$ cat src/inc/ebp_pkg.sv
// ebp_pkg: constants and types for the external bus pin control block
package ebp_pkg;
  // ----------------------------------------
  // widths
  // ----------------------------------------
  localparam int EBP_ADDR_W = 20;
  localparam int EBP_LOW_W = 16;
  localparam int EBP_DATA_W = 16;
  // ----------------------------------------
  // reset values
  // ----------------------------------------
  localparam logic EBP_KEEP_RST = 1'b0;
  localparam logic [19:0] EBP_ADDR_RST = 20'h00000;
  localparam logic [15:0] EBP_DATA_RST = 16'h0000;
  localparam logic [2:0] EBP_CTL_RST = 3'h6;
  // ----------------------------------------
  // control synchroniser fields
  // ----------------------------------------
  localparam int EBP_CTL_RSTN_BIT = 2;
  localparam int EBP_CTL_FLOATN_BIT = 1;
  localparam int EBP_CTL_HOLD_BIT = 0;
  // ----------------------------------------
  // access spaces
  // ----------------------------------------
  typedef enum logic [1:0] {
    EBP_SP_PROG = 2'b00,
    EBP_SP_DATA = 2'b01,
    EBP_SP_IO   = 2'b10
  } ebp_space_e;
  // ----------------------------------------
  // pin driver states
  // ----------------------------------------
  typedef enum logic [1:0] {
    EBP_ST_FLOAT = 2'b00,
    EBP_ST_ADDR  = 2'b01,
    EBP_ST_WRITE = 2'b10
  } ebp_state_e;
endpackage : ebp_pkg

$ cat src/inc/ebp_keep_if.sv
// ebp_keep_if: signals between the bus controller and the data keeper
`timescale 1ns/1ps
interface ebp_keep_if;
  logic [15:0] pin_in;
  logic drive;
  logic enable;
  logic [15:0] hold_val;
  logic [15:0] hold_oe;
  modport ctrl (output pin_in, output drive, output enable, input hold_val, input hold_oe);
  modport keep (input pin_in, input drive, input enable, output hold_val, output hold_oe);
endinterface : ebp_keep_if

$ cat src/core/ebp_keeper.sv
// ebp_keeper: per-bit data bus keeper
`timescale 1ns/1ps
module ebp_keeper
  import ebp_pkg::*;
(
  // clock and reset
  input wire logic clk_sys,
  input wire logic sys_rst,
  // controller side
  ebp_keep_if.keep kif
);
  logic [15:0] last;
  genvar i;
  generate
    for (i = 0; i < EBP_DATA_W; i++) begin : g_bit
      always_ff @(posedge clk_sys) begin
        if (sys_rst) begin
          last[i] <= 1'b0;
        end else begin
          last[i] <= kif.pin_in[i];
        end
      end
      assign kif.hold_val[i] = last[i];
      assign kif.hold_oe[i] = kif.enable & ~kif.drive;
    end
  endgenerate
endmodule : ebp_keeper

$ cat src/core/ebp_bus_pins.sv
// ebp_bus_pins: address and data pin drivers with float control and keepers
`timescale 1ns/1ps
module ebp_bus_pins
  import ebp_pkg::*;
#(
  parameter int ADDR_W = EBP_ADDR_W,
  parameter int DATA_W = EBP_DATA_W
)
(
  // clock and reset
  input wire logic clk_sys,
  input wire logic sys_rst,
  // core access request
  input wire logic acc_valid,
  input wire logic acc_write,
  input wire logic [1:0] acc_space,
  input wire logic [19:0] acc_addr,
  input wire logic [15:0] acc_wdata,
  output logic [15:0] acc_rdata,
  // control pins and bits
  input wire logic chip_reset_n,
  input wire logic hold_mode,
  input wire logic out_float_n,
  input wire logic keeper_enable_wr,
  input wire logic keeper_enable_val,
  output logic keeper_enable,
  // address pins
  output logic [19:0] ext_addr_o,
  output logic [19:0] ext_addr_oe,
  // data pins
  input wire logic [15:0] ext_data_i,
  output logic [15:0] ext_data_o,
  output logic [15:0] ext_data_oe
);

  // ----------------------------------------
  // parameter check
  // ----------------------------------------
  if (ADDR_W != EBP_ADDR_W || DATA_W != EBP_DATA_W) begin : g_bad_width
    $error("ebp_bus_pins supports only 20 address and 16 data bits");
  end

  // ----------------------------------------
  // control pin synchronisers
  // ----------------------------------------
  logic [2:0] ctl_s1;
  logic [2:0] ctl_s2;
  wire [2:0] ctl_pin = {chip_reset_n, out_float_n, hold_mode};
  always_ff @(posedge clk_sys) begin
    if (sys_rst) begin
      ctl_s1 <= EBP_CTL_RST;
      ctl_s2 <= EBP_CTL_RST;
    end else begin
      ctl_s1 <= ctl_pin;
      ctl_s2 <= ctl_s1;
    end
  end
  wire rst_n_q = ctl_s2[EBP_CTL_RSTN_BIT];
  wire float_n_q = ctl_s2[EBP_CTL_FLOATN_BIT];
  wire hold_q = ctl_s2[EBP_CTL_HOLD_BIT];

  // ----------------------------------------
  // data pin synchroniser
  // ----------------------------------------
  logic [15:0] din_s1;
  logic [15:0] din_s2;
  always_ff @(posedge clk_sys) begin
    if (sys_rst) begin
      din_s1 <= EBP_DATA_RST;
      din_s2 <= EBP_DATA_RST;
    end else begin
      din_s1 <= ext_data_i;
      din_s2 <= din_s1;
    end
  end

  // ----------------------------------------
  // float decode
  // ----------------------------------------
  wire hold_float = hold_q;
  wire off_float = ~float_n_q;
  wire rst_float = ~rst_n_q;
  wire addr_float = hold_float | off_float;
  wire data_float = addr_float | rst_float;

  // ----------------------------------------
  // address decode
  // ----------------------------------------
  wire is_prog = (acc_space == EBP_SP_PROG);
  wire [3:0] addr_hi = is_prog ? acc_addr[EBP_ADDR_W-1:EBP_LOW_W] : 4'h0;
  wire [15:0] addr_lo = acc_addr[EBP_LOW_W-1:0];
  wire [19:0] next_addr = {addr_hi, addr_lo};
  wire acc_go = acc_valid & ~data_float;

  // ----------------------------------------
  // driver state
  // ----------------------------------------
  ebp_state_e state;
  ebp_state_e next_state;
  always_comb begin
    next_state = EBP_ST_FLOAT;
    case ({acc_go, acc_write})
      2'b10: next_state = EBP_ST_ADDR;
      2'b11: next_state = EBP_ST_WRITE;
      default: next_state = EBP_ST_FLOAT;
    endcase
  end
  always_ff @(posedge clk_sys) begin
    if (sys_rst) begin
      state <= EBP_ST_FLOAT;
    end else begin
      state <= next_state;
    end
  end

  // ----------------------------------------
  // address and write data registers
  // ----------------------------------------
  logic [19:0] addr_q;
  logic [15:0] wdata_q;
  always_ff @(posedge clk_sys) begin
    if (sys_rst) begin
      addr_q <= EBP_ADDR_RST;
    end else if (acc_valid) begin
      addr_q <= next_addr;
    end
  end
  always_ff @(posedge clk_sys) begin
    if (sys_rst) begin
      wdata_q <= EBP_DATA_RST;
    end else if (acc_valid) begin
      wdata_q <= acc_wdata;
    end
  end

  // ----------------------------------------
  // keeper enable bit
  // ----------------------------------------
  logic keep_q;
  wire keep_clr = sys_rst | ~rst_n_q;
  wire next_keep = keeper_enable_wr ? keeper_enable_val : keep_q;
  always_ff @(posedge clk_sys) begin
    if (keep_clr) begin
      keep_q <= EBP_KEEP_RST;
    end else begin
      keep_q <= next_keep;
    end
  end

  // ----------------------------------------
  // driver enables
  // ----------------------------------------
  logic addr_drv;
  logic data_drv;
  always_comb begin
    case (state)
      EBP_ST_FLOAT: begin
        addr_drv = 1'b0;
        data_drv = 1'b0;
      end
      EBP_ST_ADDR: begin
        addr_drv = 1'b1;
        data_drv = 1'b0;
      end
      EBP_ST_WRITE: begin
        addr_drv = 1'b1;
        data_drv = 1'b1;
      end
      default: begin
        addr_drv = 1'b0;
        data_drv = 1'b0;
      end
    endcase
  end
  wire addr_on = addr_drv & ~addr_float;
  wire data_on = data_drv & ~data_float;

  // ----------------------------------------
  // keeper
  // ----------------------------------------
  ebp_keep_if kif();
  assign kif.pin_in = din_s2;
  assign kif.drive = data_on;
  // keepers yield to every float condition
  assign kif.enable = keep_q & ~data_float;
  ebp_keeper u_keeper (
    .clk_sys(clk_sys),
    .sys_rst(sys_rst),
    .kif(kif)
  );

  // ----------------------------------------
  // address pins
  // ----------------------------------------
  assign ext_addr_o = addr_q;
  assign ext_addr_oe = {20{addr_on}};

  // ----------------------------------------
  // data pins
  // ----------------------------------------
  genvar b;
  generate
    for (b = 0; b < EBP_DATA_W; b++) begin : g_dpin
      assign ext_data_o[b] = data_on ? wdata_q[b] : kif.hold_val[b];
      assign ext_data_oe[b] = data_on | kif.hold_oe[b];
    end
  endgenerate
  assign acc_rdata = din_s2;

  // ----------------------------------------
  // control bit readback
  // ----------------------------------------
  assign keeper_enable = keep_q;
endmodule : ebp_bus_pins

$ cat config.mk
export PLATFORM = sky130hd
export DESIGN_NAME = ebp_bus_pins
export DESIGN_NICKNAME = d
export VERILOG_FILES = /design/src/inc/ebp_pkg.sv /design/src/inc/ebp_keep_if.sv /design/src/core/ebp_keeper.sv /design/src/core/ebp_bus_pins.sv
export SDC_FILE = /design/constraint.sdc
export NUM_CORES = 1
export LEC_CHECK = 0
export BUFFER_PORTS_ARGS = -buffer_cell sky130_fd_sc_hd__buf_2
export CELL_PAD_IN_SITES_DETAIL_PLACEMENT = 1
export CELL_PAD_IN_SITES_GLOBAL_PLACEMENT = 1
export CORE_ASPECT_RATIO = 1.2
export CORE_MARGIN = 10
export CORE_UTILIZATION = 35
export DETAILED_ROUTE_END_ITERATION = 10
export GPL_TIMING_DRIVEN = 0
export PLACE_DENSITY_LB_ADDON = 0.1
export REMOVE_ABC_BUFFERS = 1
export SLEW_MARGIN = 20
export SYNTH_ARGS = -nofsm -noshare
export SYNTH_HDL_FRONTEND = slang
export SYNTH_SLANG_ARGS = --single-unit
$ cat constraint.sdc
create_clock -name clk_sys -period 3.35 [get_ports clk_sys]
set_input_delay 0.67 -clock clk_sys [delete_from_list [all_inputs] [get_ports clk_sys]]
set_output_delay 0.67 -clock clk_sys [all_outputs]
set_load 0.02 [all_outputs]
==> results_dict.tcl, run 1 <==
set metrics [dict create \
    outcome "finished clean" \
    hold_buffers 0 \
    setup_violations 0 \
    final_util 0.448 \
    cts_buffers 9 \
    grt_pass1_vias 2434 \
    synth_ff_type "dfxtp_1" \
    grt_max_degree 49 \
    period_share 0.771 \
    p_switching_uw 587 \
    max_cap_viol_count 0 \
    drtAntennaViolNets 0 \
    synth_common_cells "dfxtp_1 (93), nor2b_1 (50), buf_4 (35)" \
    start_util 0.357 \
    routed_wirelength_mm 8.04 \
    diodes 0 \
    avgViaCountPerCell 4.28 \
    hold_path_startpoint "ctl_s1[2]" \
    dpl.cell_count 525 \
    io_buffers 151 \
    worstPathRequired_ns 2.68 \
    drt_iter0_drc 46 \
    cts_sinks 93 \
    multiInputGateArea_sq_um 1190 \
    ys_seq_area_frac 0.549 \
    fin_crit_ns 2.58 \
    synth.distinct_cells 23 \
    htreeDepth 3 \
    arrival_ns 1.91 \
    rsz0062_at_grt "no" \
    io-pin-count 152 \
    wl_met1_mm 2.95 \
    cts_root_buf "clkbuf_16" \
    yosys_warnings 0 \
    path_max_fanout 20 \
    p_int_mw 1.82 \
    seq_area_sq_um 1860 \
    hold_viol_final 0 \
    fmax_mhz 387 \
    dr_wl_met3_mm 1.11 \
    slew_headroom 0.488 \
    rows 39 \
    peakVddDrop_mv 0.230 \
    reg2reg_from "ctl_s2[1]" \
    gp_congestion 0.736 \
    synth.cell_area_sq_um 3390 \
    synth.top_cell.area_share 0.549 \
    post_cts_resized 0 \
    switching_share 0.244 \
    synth_enable_flop_cells 0 \
    grt_pass1_wl_mm 12.0 \
    tightest_slew_ns 0.764 \
    clk_latency_ns 0.33 \
    track_usage 0.109 \
    place_hpwl_mm 5.91 \
    p_total_mw 2.40 \
    path_clk_slew_ns 0.06 \
    ys_top_cells_by_area "dfxtp_1 (55%), mux2i_1 (9.7%), nor2b_1 (9.2%), buf_4 (7.7%), mux2_4 (4.4%)" \
    drive_gt1_frac 0.452 \
    cp-start-kind "flip-flop" \
    netlist_instances 300 \
    dieWidth_um 110 \
    overflow 0 \
    fin_skew_ns 0.00483 \
    hold_path_class "reg -> reg" \
    timing_worst_setup_path_type "reg -> out" \
    critPathCaptureType "output port" \
    route.vias.total 2317 \
    wl_met2_mm 3.87 \
    nNetsFinal 477 \
    instances_no_fill 541 \
    synth.largest_area_cell "dfxtp_1" \
    die-area_sq_um 14000 \
    ys_async_sr_fraction 0 \
    seqPwrFrac 0.490 \
    powerDensity_nw_per_um2 564 \
    first_pass_iters 4 \
    crit_start "state[0]" \
    synth_seq_cells 93 \
    cts_tree "yes" \
    yosysMostFrequentCell "dfxtp_1" \
    drc 0 \
    post_cts_buffers 0 \
    leakage_nw 2.18 \
    power_frac_comb 0.120 \
    cts_buffer_depth 2 \
    fillers 1115 \
    die_y_um 128 \
    wl_per_cell_um 14.9 \
    core-area_sq_um 9520 \
    syn_area_per_cell_sq_um 11.3 \
    syn2layout_area_growth_pct 25.7 \
    power_frac_clock 0.391 \
    highest_layer "met4" \
    slew_viol_final 0 \
    antenna_found_initial 0 \
]
## layer usage
metal	GRT usage	vias up
li1	-	1154
met1	0.111	1055
met2	0.183	100
met3	0.0513	8
met4	0.0506	0
met5	0	-
## metrics by stage
stage	hold WS [ns]	worst slack (ns)	setup TNS (ns)	cell area, sq um
floorplan	0.389	-6.41	-157.20	3050
global placement	0.394	0.702	0	3960
detailed placement	0.401	1.10	0	3990
CTS	0.415	0.728	0	4270
global route	0.436	0.539	0	4270
finish	0.410	0.767	0	4270
## power by group through the flow
stage,clock [mW],sequential (mW),combinational [mW]
floorplan,0,1.23,0.129
global placement,0,1.20,0.288
detailed placement,0,1.20,0.295
CTS,0.985,1.18,0.296
global route,1.02,1.18,0.316
finish,0.939,1.18,0.288
## final timing paths
kind	to	slack, ns	cells after the start
worst max-delay path	ext_addr_oe[6]	0.77	4
worst min-delay path	ctl_s2[2]	0.41	1
worst max register to register	state[1]	2.47	2
worst min register to register	ctl_s2[2]	0.41	1
## kinds of logic after synthesis
| logic type | synth area share |
|---|---|
| adders and majority gates | 0.00369 |
| buffers and inverters | 0.103 |
| DFF | 0.549 |
| and+or+nand+nor | 0.177 |
| muxes | 0.162 |
| AOI/OAI and AO/OA | 0.00590 |
## critical path: stages (launching register included)
cell     delay, ns
dfxtp_1       0.31
inv_1         0.04
ha_1          0.29
nor3b_2       0.65
buf_2         0.30
## cell usage in the layout (no fill, tap or decap), drive strengths merged
cell	instances
ha	1
a21oi	4
mux2	16
buf	152
nor2	34
inv	1
or4bb	3
nand2b	4
clkinv	3
nand3b	1
clkinvlp	1
nor4bb	1
nor3b	2
nand4b	1
nand4bb	1
mux2i	33
or2	4
nor2b	50
dfxtp	93
clkbuf	12
nor4b	1
## cell type report
cell class / count / area share
flip-flops and latches: 93 / 0.436
clock inverters: 4 / 0.00528
well taps: 123 / 0.0361
repair buffers: 152 / 0.183
clock buffers: 12 / 0.0601
inverters: 1 / 0.000880
multi-input cells: 156 / 0.278
## flip-flops by register name, summed over array words and instances, names as in the netlist
| register | flops |
|---|---|
| acc_rdata | 16 |
| state | 2 |
| ext_addr_o | 20 |
| ctl_s1 | 3 |
| din_s1 | 16 |
| u_keeper.kif.hold_val | 16 |
| wdata_q | 16 |
| keeper_enable | 1 |
| ctl_s2 | 3 |
(Power assumes the default switching activity.)
==> inputs of run 2 (changes only) <==
Settings changed: CORE_UTILIZATION 35 to 31.
Clock period 3.35 ns to 2.23 ns, I/O delays scaled along.
==> run 2 against run 1 <==
First-iteration DRC count rose by 15%. Global-route usage decreased by 0.51 points. Non-clock buffer count increased by 3. Via count increased by 2.2%. Final cell count rose by 2.0%. Combinational power is 56% higher. Die area grew 11%. Critical path type unchanged. Critical endpoint is now ext_data_o[5].
==> results_dict.tcl, run 2 (synthesis results as in run 1) <==
set metrics [dict create \
    io_buffers 151 \
    dp_slack_ns 0.170 \
    gp_congestion 0.651 \
    clk_latency_ns 0.33 \
    critPathCaptureType "output port" \
    arrival_ns 1.71 \
    peakVddDrop_mv 0.383 \
    fin_setup_tns_ns 0 \
    wl_met2_mm 3.93 \
    reg2reg_from "ctl_s2[0]" \
    worstPathRequired_ns 1.78 \
    route.vias.total 2367 \
    leakage_nw 2.21 \
    path_clk_slew_ns 0.06 \
    fmax_mhz 464 \
    routed_wirelength_mm 8.40 \
    rows 41 \
    syn2layout_area_growth_pct 29.6 \
    track_usage 0.104 \
    avgViaCountPerCell 4.29 \
    slew_viol_final 0 \
    htreeDepth 3 \
    max_cap_viol_count 0 \
    drt_iter0_drc 53 \
    dr_wl_met3_mm 1.03 \
    die-area_sq_um 15500 \
    crit_start "state[0]" \
    cts_tree "yes" \
    cp-start-kind "flip-flop" \
    overflow 0 \
    fillers 1212 \
    drc 0 \
    tightest_slew_ns 0.668 \
    path_max_fanout 5 \
    hold_path_startpoint "acc_write" \
    dpl.cell_count 531 \
    highest_layer "met4" \
    cts_buffers 9 \
    slew_headroom 0.555 \
    cts_root_buf "clkbuf_16" \
    timing_worst_setup_path_type "reg -> out" \
    period_share 0.967 \
    fin_crit_ns 2.16 \
    wl_met1_mm 3.27 \
    rsz0062_at_grt "yes" \
    drive_gt1_frac 0.462 \
    setup_ws_ns 0.0732 \
    fin_area_sq_um 4400 \
    drtAntennaViolNets 0 \
    instances_no_fill 552 \
    cts_buffer_depth 2 \
    grt_pass1_wl_mm 12.6 \
    place_hpwl_mm 5.99 \
    powerDensity_nw_per_um2 851 \
    largest_reg_flops 20 \
    seq_area_sq_um 1860 \
    nNetsFinal 481 \
    grt_max_degree 55 \
    grt_pass1_vias 2454 \
    dieWidth_um 116 \
    fin_skew_ns 0.00402 \
    p_total_mw 3.74 \
    antenna_found_initial 1 \
    final_cell_mix "buf_2 (147), dfxtp_1 (93), nor2b_1 (50)" \
    start_util 0.320 \
    cts_sinks 93 \
    first_pass_iters 3 \
    wl_per_cell_um 15.2 \
    dpl-instance-area_sq_um 4000 \
    hold_viol_final 0 \
    core-area_sq_um 10600 \
    outcome "finished clean" \
    multiInputGateArea_sq_um 1210 \
    final_common_cell "buf_2" \
    die_y_um 135 \
    hold_buffers 0 \
    hold_path_class "in -> reg" \
    io-pin-count 152 \
    setup_violations 0 \
]
## run 2: cell type report
cell class | count | area share
tap | 129 | 0.0367
inverter | 1 | 0.000853
antenna | 1 | 0.000569
sequential | 93 | 0.423
timing repair buffer | 155 | 0.195
clock inverter | 5 | 0.0137
clock buffer | 11 | 0.0552
multi-input combinational | 157 | 0.275
## run 2: per-stage QoR
| stage | hold WS [ns] | utilization |
|---|---|---|
| after floorplan | 0.389 | - |
| after global placement | 0.394 | 0.373 |
| after detailed placement | 0.398 | 0.377 |
| after CTS | 0.268 | 0.409 |
| after global routing | 0.277 | 0.414 |
| final | 0.285 | 0.414 |
## run 2: power breakdown
group	internal, mW	switching (mW)
registers	1.74	0.0303
clock network	0.899	0.626
logic	0.190	0.258
total	2.83	0.914
## run 2: layer usage
layer	global-route usage	vias up
met5	0	-
met4	0.0592	0
met3	0.0461	11
met2	0.173	103
met1	0.105	1084
li1	-	1169
## run 2: path summary, 6_finish.rpt
path / to / slack, ns / cells past startpoint
worst min-delay path: state[0] / 0.29 / 2
worst min register to register: ctl_s2[2] / 0.42 / 1
worst max register to register: state[1] / 1.27 / 2
worst max-delay path: ext_data_o[5] / 0.07 / 6
## run 2: timing repair
item	4_1_cts	5_1_grt
pin swaps	1	1
buffers inserted	2	0
resized for setup	2	6
gates cloned	0	2
setup endpoints to repair	52	23
endpoints found under the hold margin	0	0
## run 2: critical path, cell delays in order, from the launching register on
cell	delay [ns]
dfxtp_1	0.30
inv_1	0.05
ha_2	0.20
nand4b_4	0.16
clkbuf_16	0.21
mux2_4	0.29
buf_2	0.16
==> inputs of run 3 (changes only) <==
Settings changed: CAP_MARGIN set to 20, MAX_ROUTING_LAYER set to met4, SKIP_LAST_GASP set to 1.
==> run 3 against run 2 <==
Non-clock buffer count unchanged. Clock power about the same. Sequential share of layout area up 0.12 points. Critical path depth unchanged. Clock skew about the same. Critical path type unchanged. Cell area down 0.28%. Die area unchanged. Combinational power about the same. Via count down 0.17%. Register-to-register slack about the same. Count of clock-buffer cells in the layout unchanged. Flip-flop and latch count unchanged.
==> results_dict.tcl, run 3 (synthesis results as in run 1) <==
set metrics [dict create \
    outcome "finished clean" \
    gp_congestion 0.656 \
    grt_max_degree 55 \
    reg2regPathDepth 2 \
    critPathCaptureType "output port" \
    cts_sinks 93 \
    drc 0 \
    first_pass_iters 3 \
    fmax_mhz 463 \
    largest_reg_flops 20 \
    hold_viol_final 0 \
    setup_ws_ns 0.0708 \
    hold_ws_ns 0.285 \
    final_cell_mix "buf_2 (149), dfxtp_1 (93), nor2b_1 (50)" \
    syn2layout_area_growth_pct 29.3 \
    worstPathRequired_ns 1.78 \
    powerDensity_nw_per_um2 854 \
    fin_crit_ns 2.16 \
    avgViaCountPerCell 4.28 \
    instances_no_fill 552 \
    grt_pass1_vias 2460 \
    cts_buffers 9 \
    wl_per_cell_um 15.2 \
    leakage_nw 2.21 \
    path_clk_slew_ns 0.06 \
    core-area_sq_um 10600 \
    cts_buffer_depth 2 \
    clk_latency_ns 0.33 \
    arrival_ns 1.71 \
    overflow 0 \
    fin_setup_tns_ns 0 \
    nNetsFinal 481 \
    die_y_um 135 \
    slew_viol_final 0 \
    rows 41 \
    drt_iter0_drc 69 \
    dp_slack_ns 0.170 \
    hold_end "state[0]" \
    hold_path_class "in -> reg" \
    fin_skew_ns 0.00401 \
    setup_violations 0 \
    cts_root_buf "clkbuf_16" \
    path_max_fanout 5 \
    final_common_cell "buf_2" \
    p_total_mw 3.74 \
    track_usage 0.106 \
    dieWidth_um 116 \
    place_hpwl_mm 5.99 \
    cp-start-kind "flip-flop" \
    start_util 0.320 \
    die-area_sq_um 15500 \
    reg2reg_slack_ns 1.27 \
    dpl.cell_count 531 \
    cts_tree "yes" \
    whs_path_depth 2 \
    drive_gt1_frac 0.462 \
    drtAntennaViolNets 0 \
    period_share 0.968 \
    rr_endpoint "state[1]" \
    reg2reg_from "ctl_s2[0]" \
    route.vias.total 2363 \
    timing_worst_setup_path_type "reg -> out" \
    slew_headroom 0.556 \
    grt_pass1_wl_mm 12.6 \
    io-pin-count 152 \
    rsz0062_at_grt "yes" \
    tightest_slew_ns 0.666 \
    routed_wirelength_mm 8.41 \
    antenna_found_initial 1 \
    hold_path_startpoint "acc_write" \
    max_cap_viol_count 0 \
    io_buffers 151 \
    peakVddDrop_mv 0.385 \
    htreeDepth 3 \
]
## run 3: metal layers
metal	vias up	part of all wire	global-route usage
met5	-	0	-
li1	1170	-	-
met3	11	0.11	0.0412
met1	1079	0.40	0.108
met2	103	0.47	0.173
met4	0	0.019	0.0592
## run 3: stage by stage
step                 util  instance area (sq um)
global placement    0.373                   3960
finish              0.413                   4390
global route        0.413                   4390
floorplan               -                   3050
CTS                 0.409                   4340
detailed placement  0.377                   4000
## run 3: worst max-delay path by stage
stage / startpoint / end / slack (ns) / cells after the start
5_1_grt: state[0] / ext_data_o[5] / -0.003 / 6
3_3_place_gp: state[0] / ext_addr_oe[10] / -0.18 / 4
2_1_floorplan: state[0] / ext_addr_oe[0] / -7.31 / 3
3_5_place_dp: state[0] / ext_data_o[7] / 0.17 / 5
6_report: state[0] / ext_data_o[5] / 0.07 / 6
4_1_cts: state[0] / ext_addr_oe[10] / -0.005 / 4
## run 3: area by class of cell
| type | instances | area [sq um] |
|---|---|---|
| antenna | 1 | 2.50 |
| clock buffer | 11 | 243 |
| clock inverter | 5 | 60.1 |
| fill | 1216 | 6230 |
| inverter | 1 | 3.75 |
| multi-input combinational | 157 | 1210 |
| sequential | 93 | 1860 |
| tap | 129 | 161 |
| timing repair buffer | 155 | 845 |
## run 3: what timing repair did
item,CTS,global route
hold buffers,0,0
pin swaps,1,1
gates resized for setup,2,2
setup endpoints to repair,52,23
buffers inserted,2,0
cloned,0,2
## run 3: power by group
group          internal [mW]  switching [mW]
registers               1.74          0.0303
logic                  0.189           0.257
clock network          0.899           0.630
## run 3: critical path: stages, from the launching register on
cell	delay [ns]
dfxtp_1	0.30
inv_1	0.05
ha_2	0.20
nand4b_4	0.16
clkbuf_16	0.21
mux2_4	0.29
buf_2	0.16
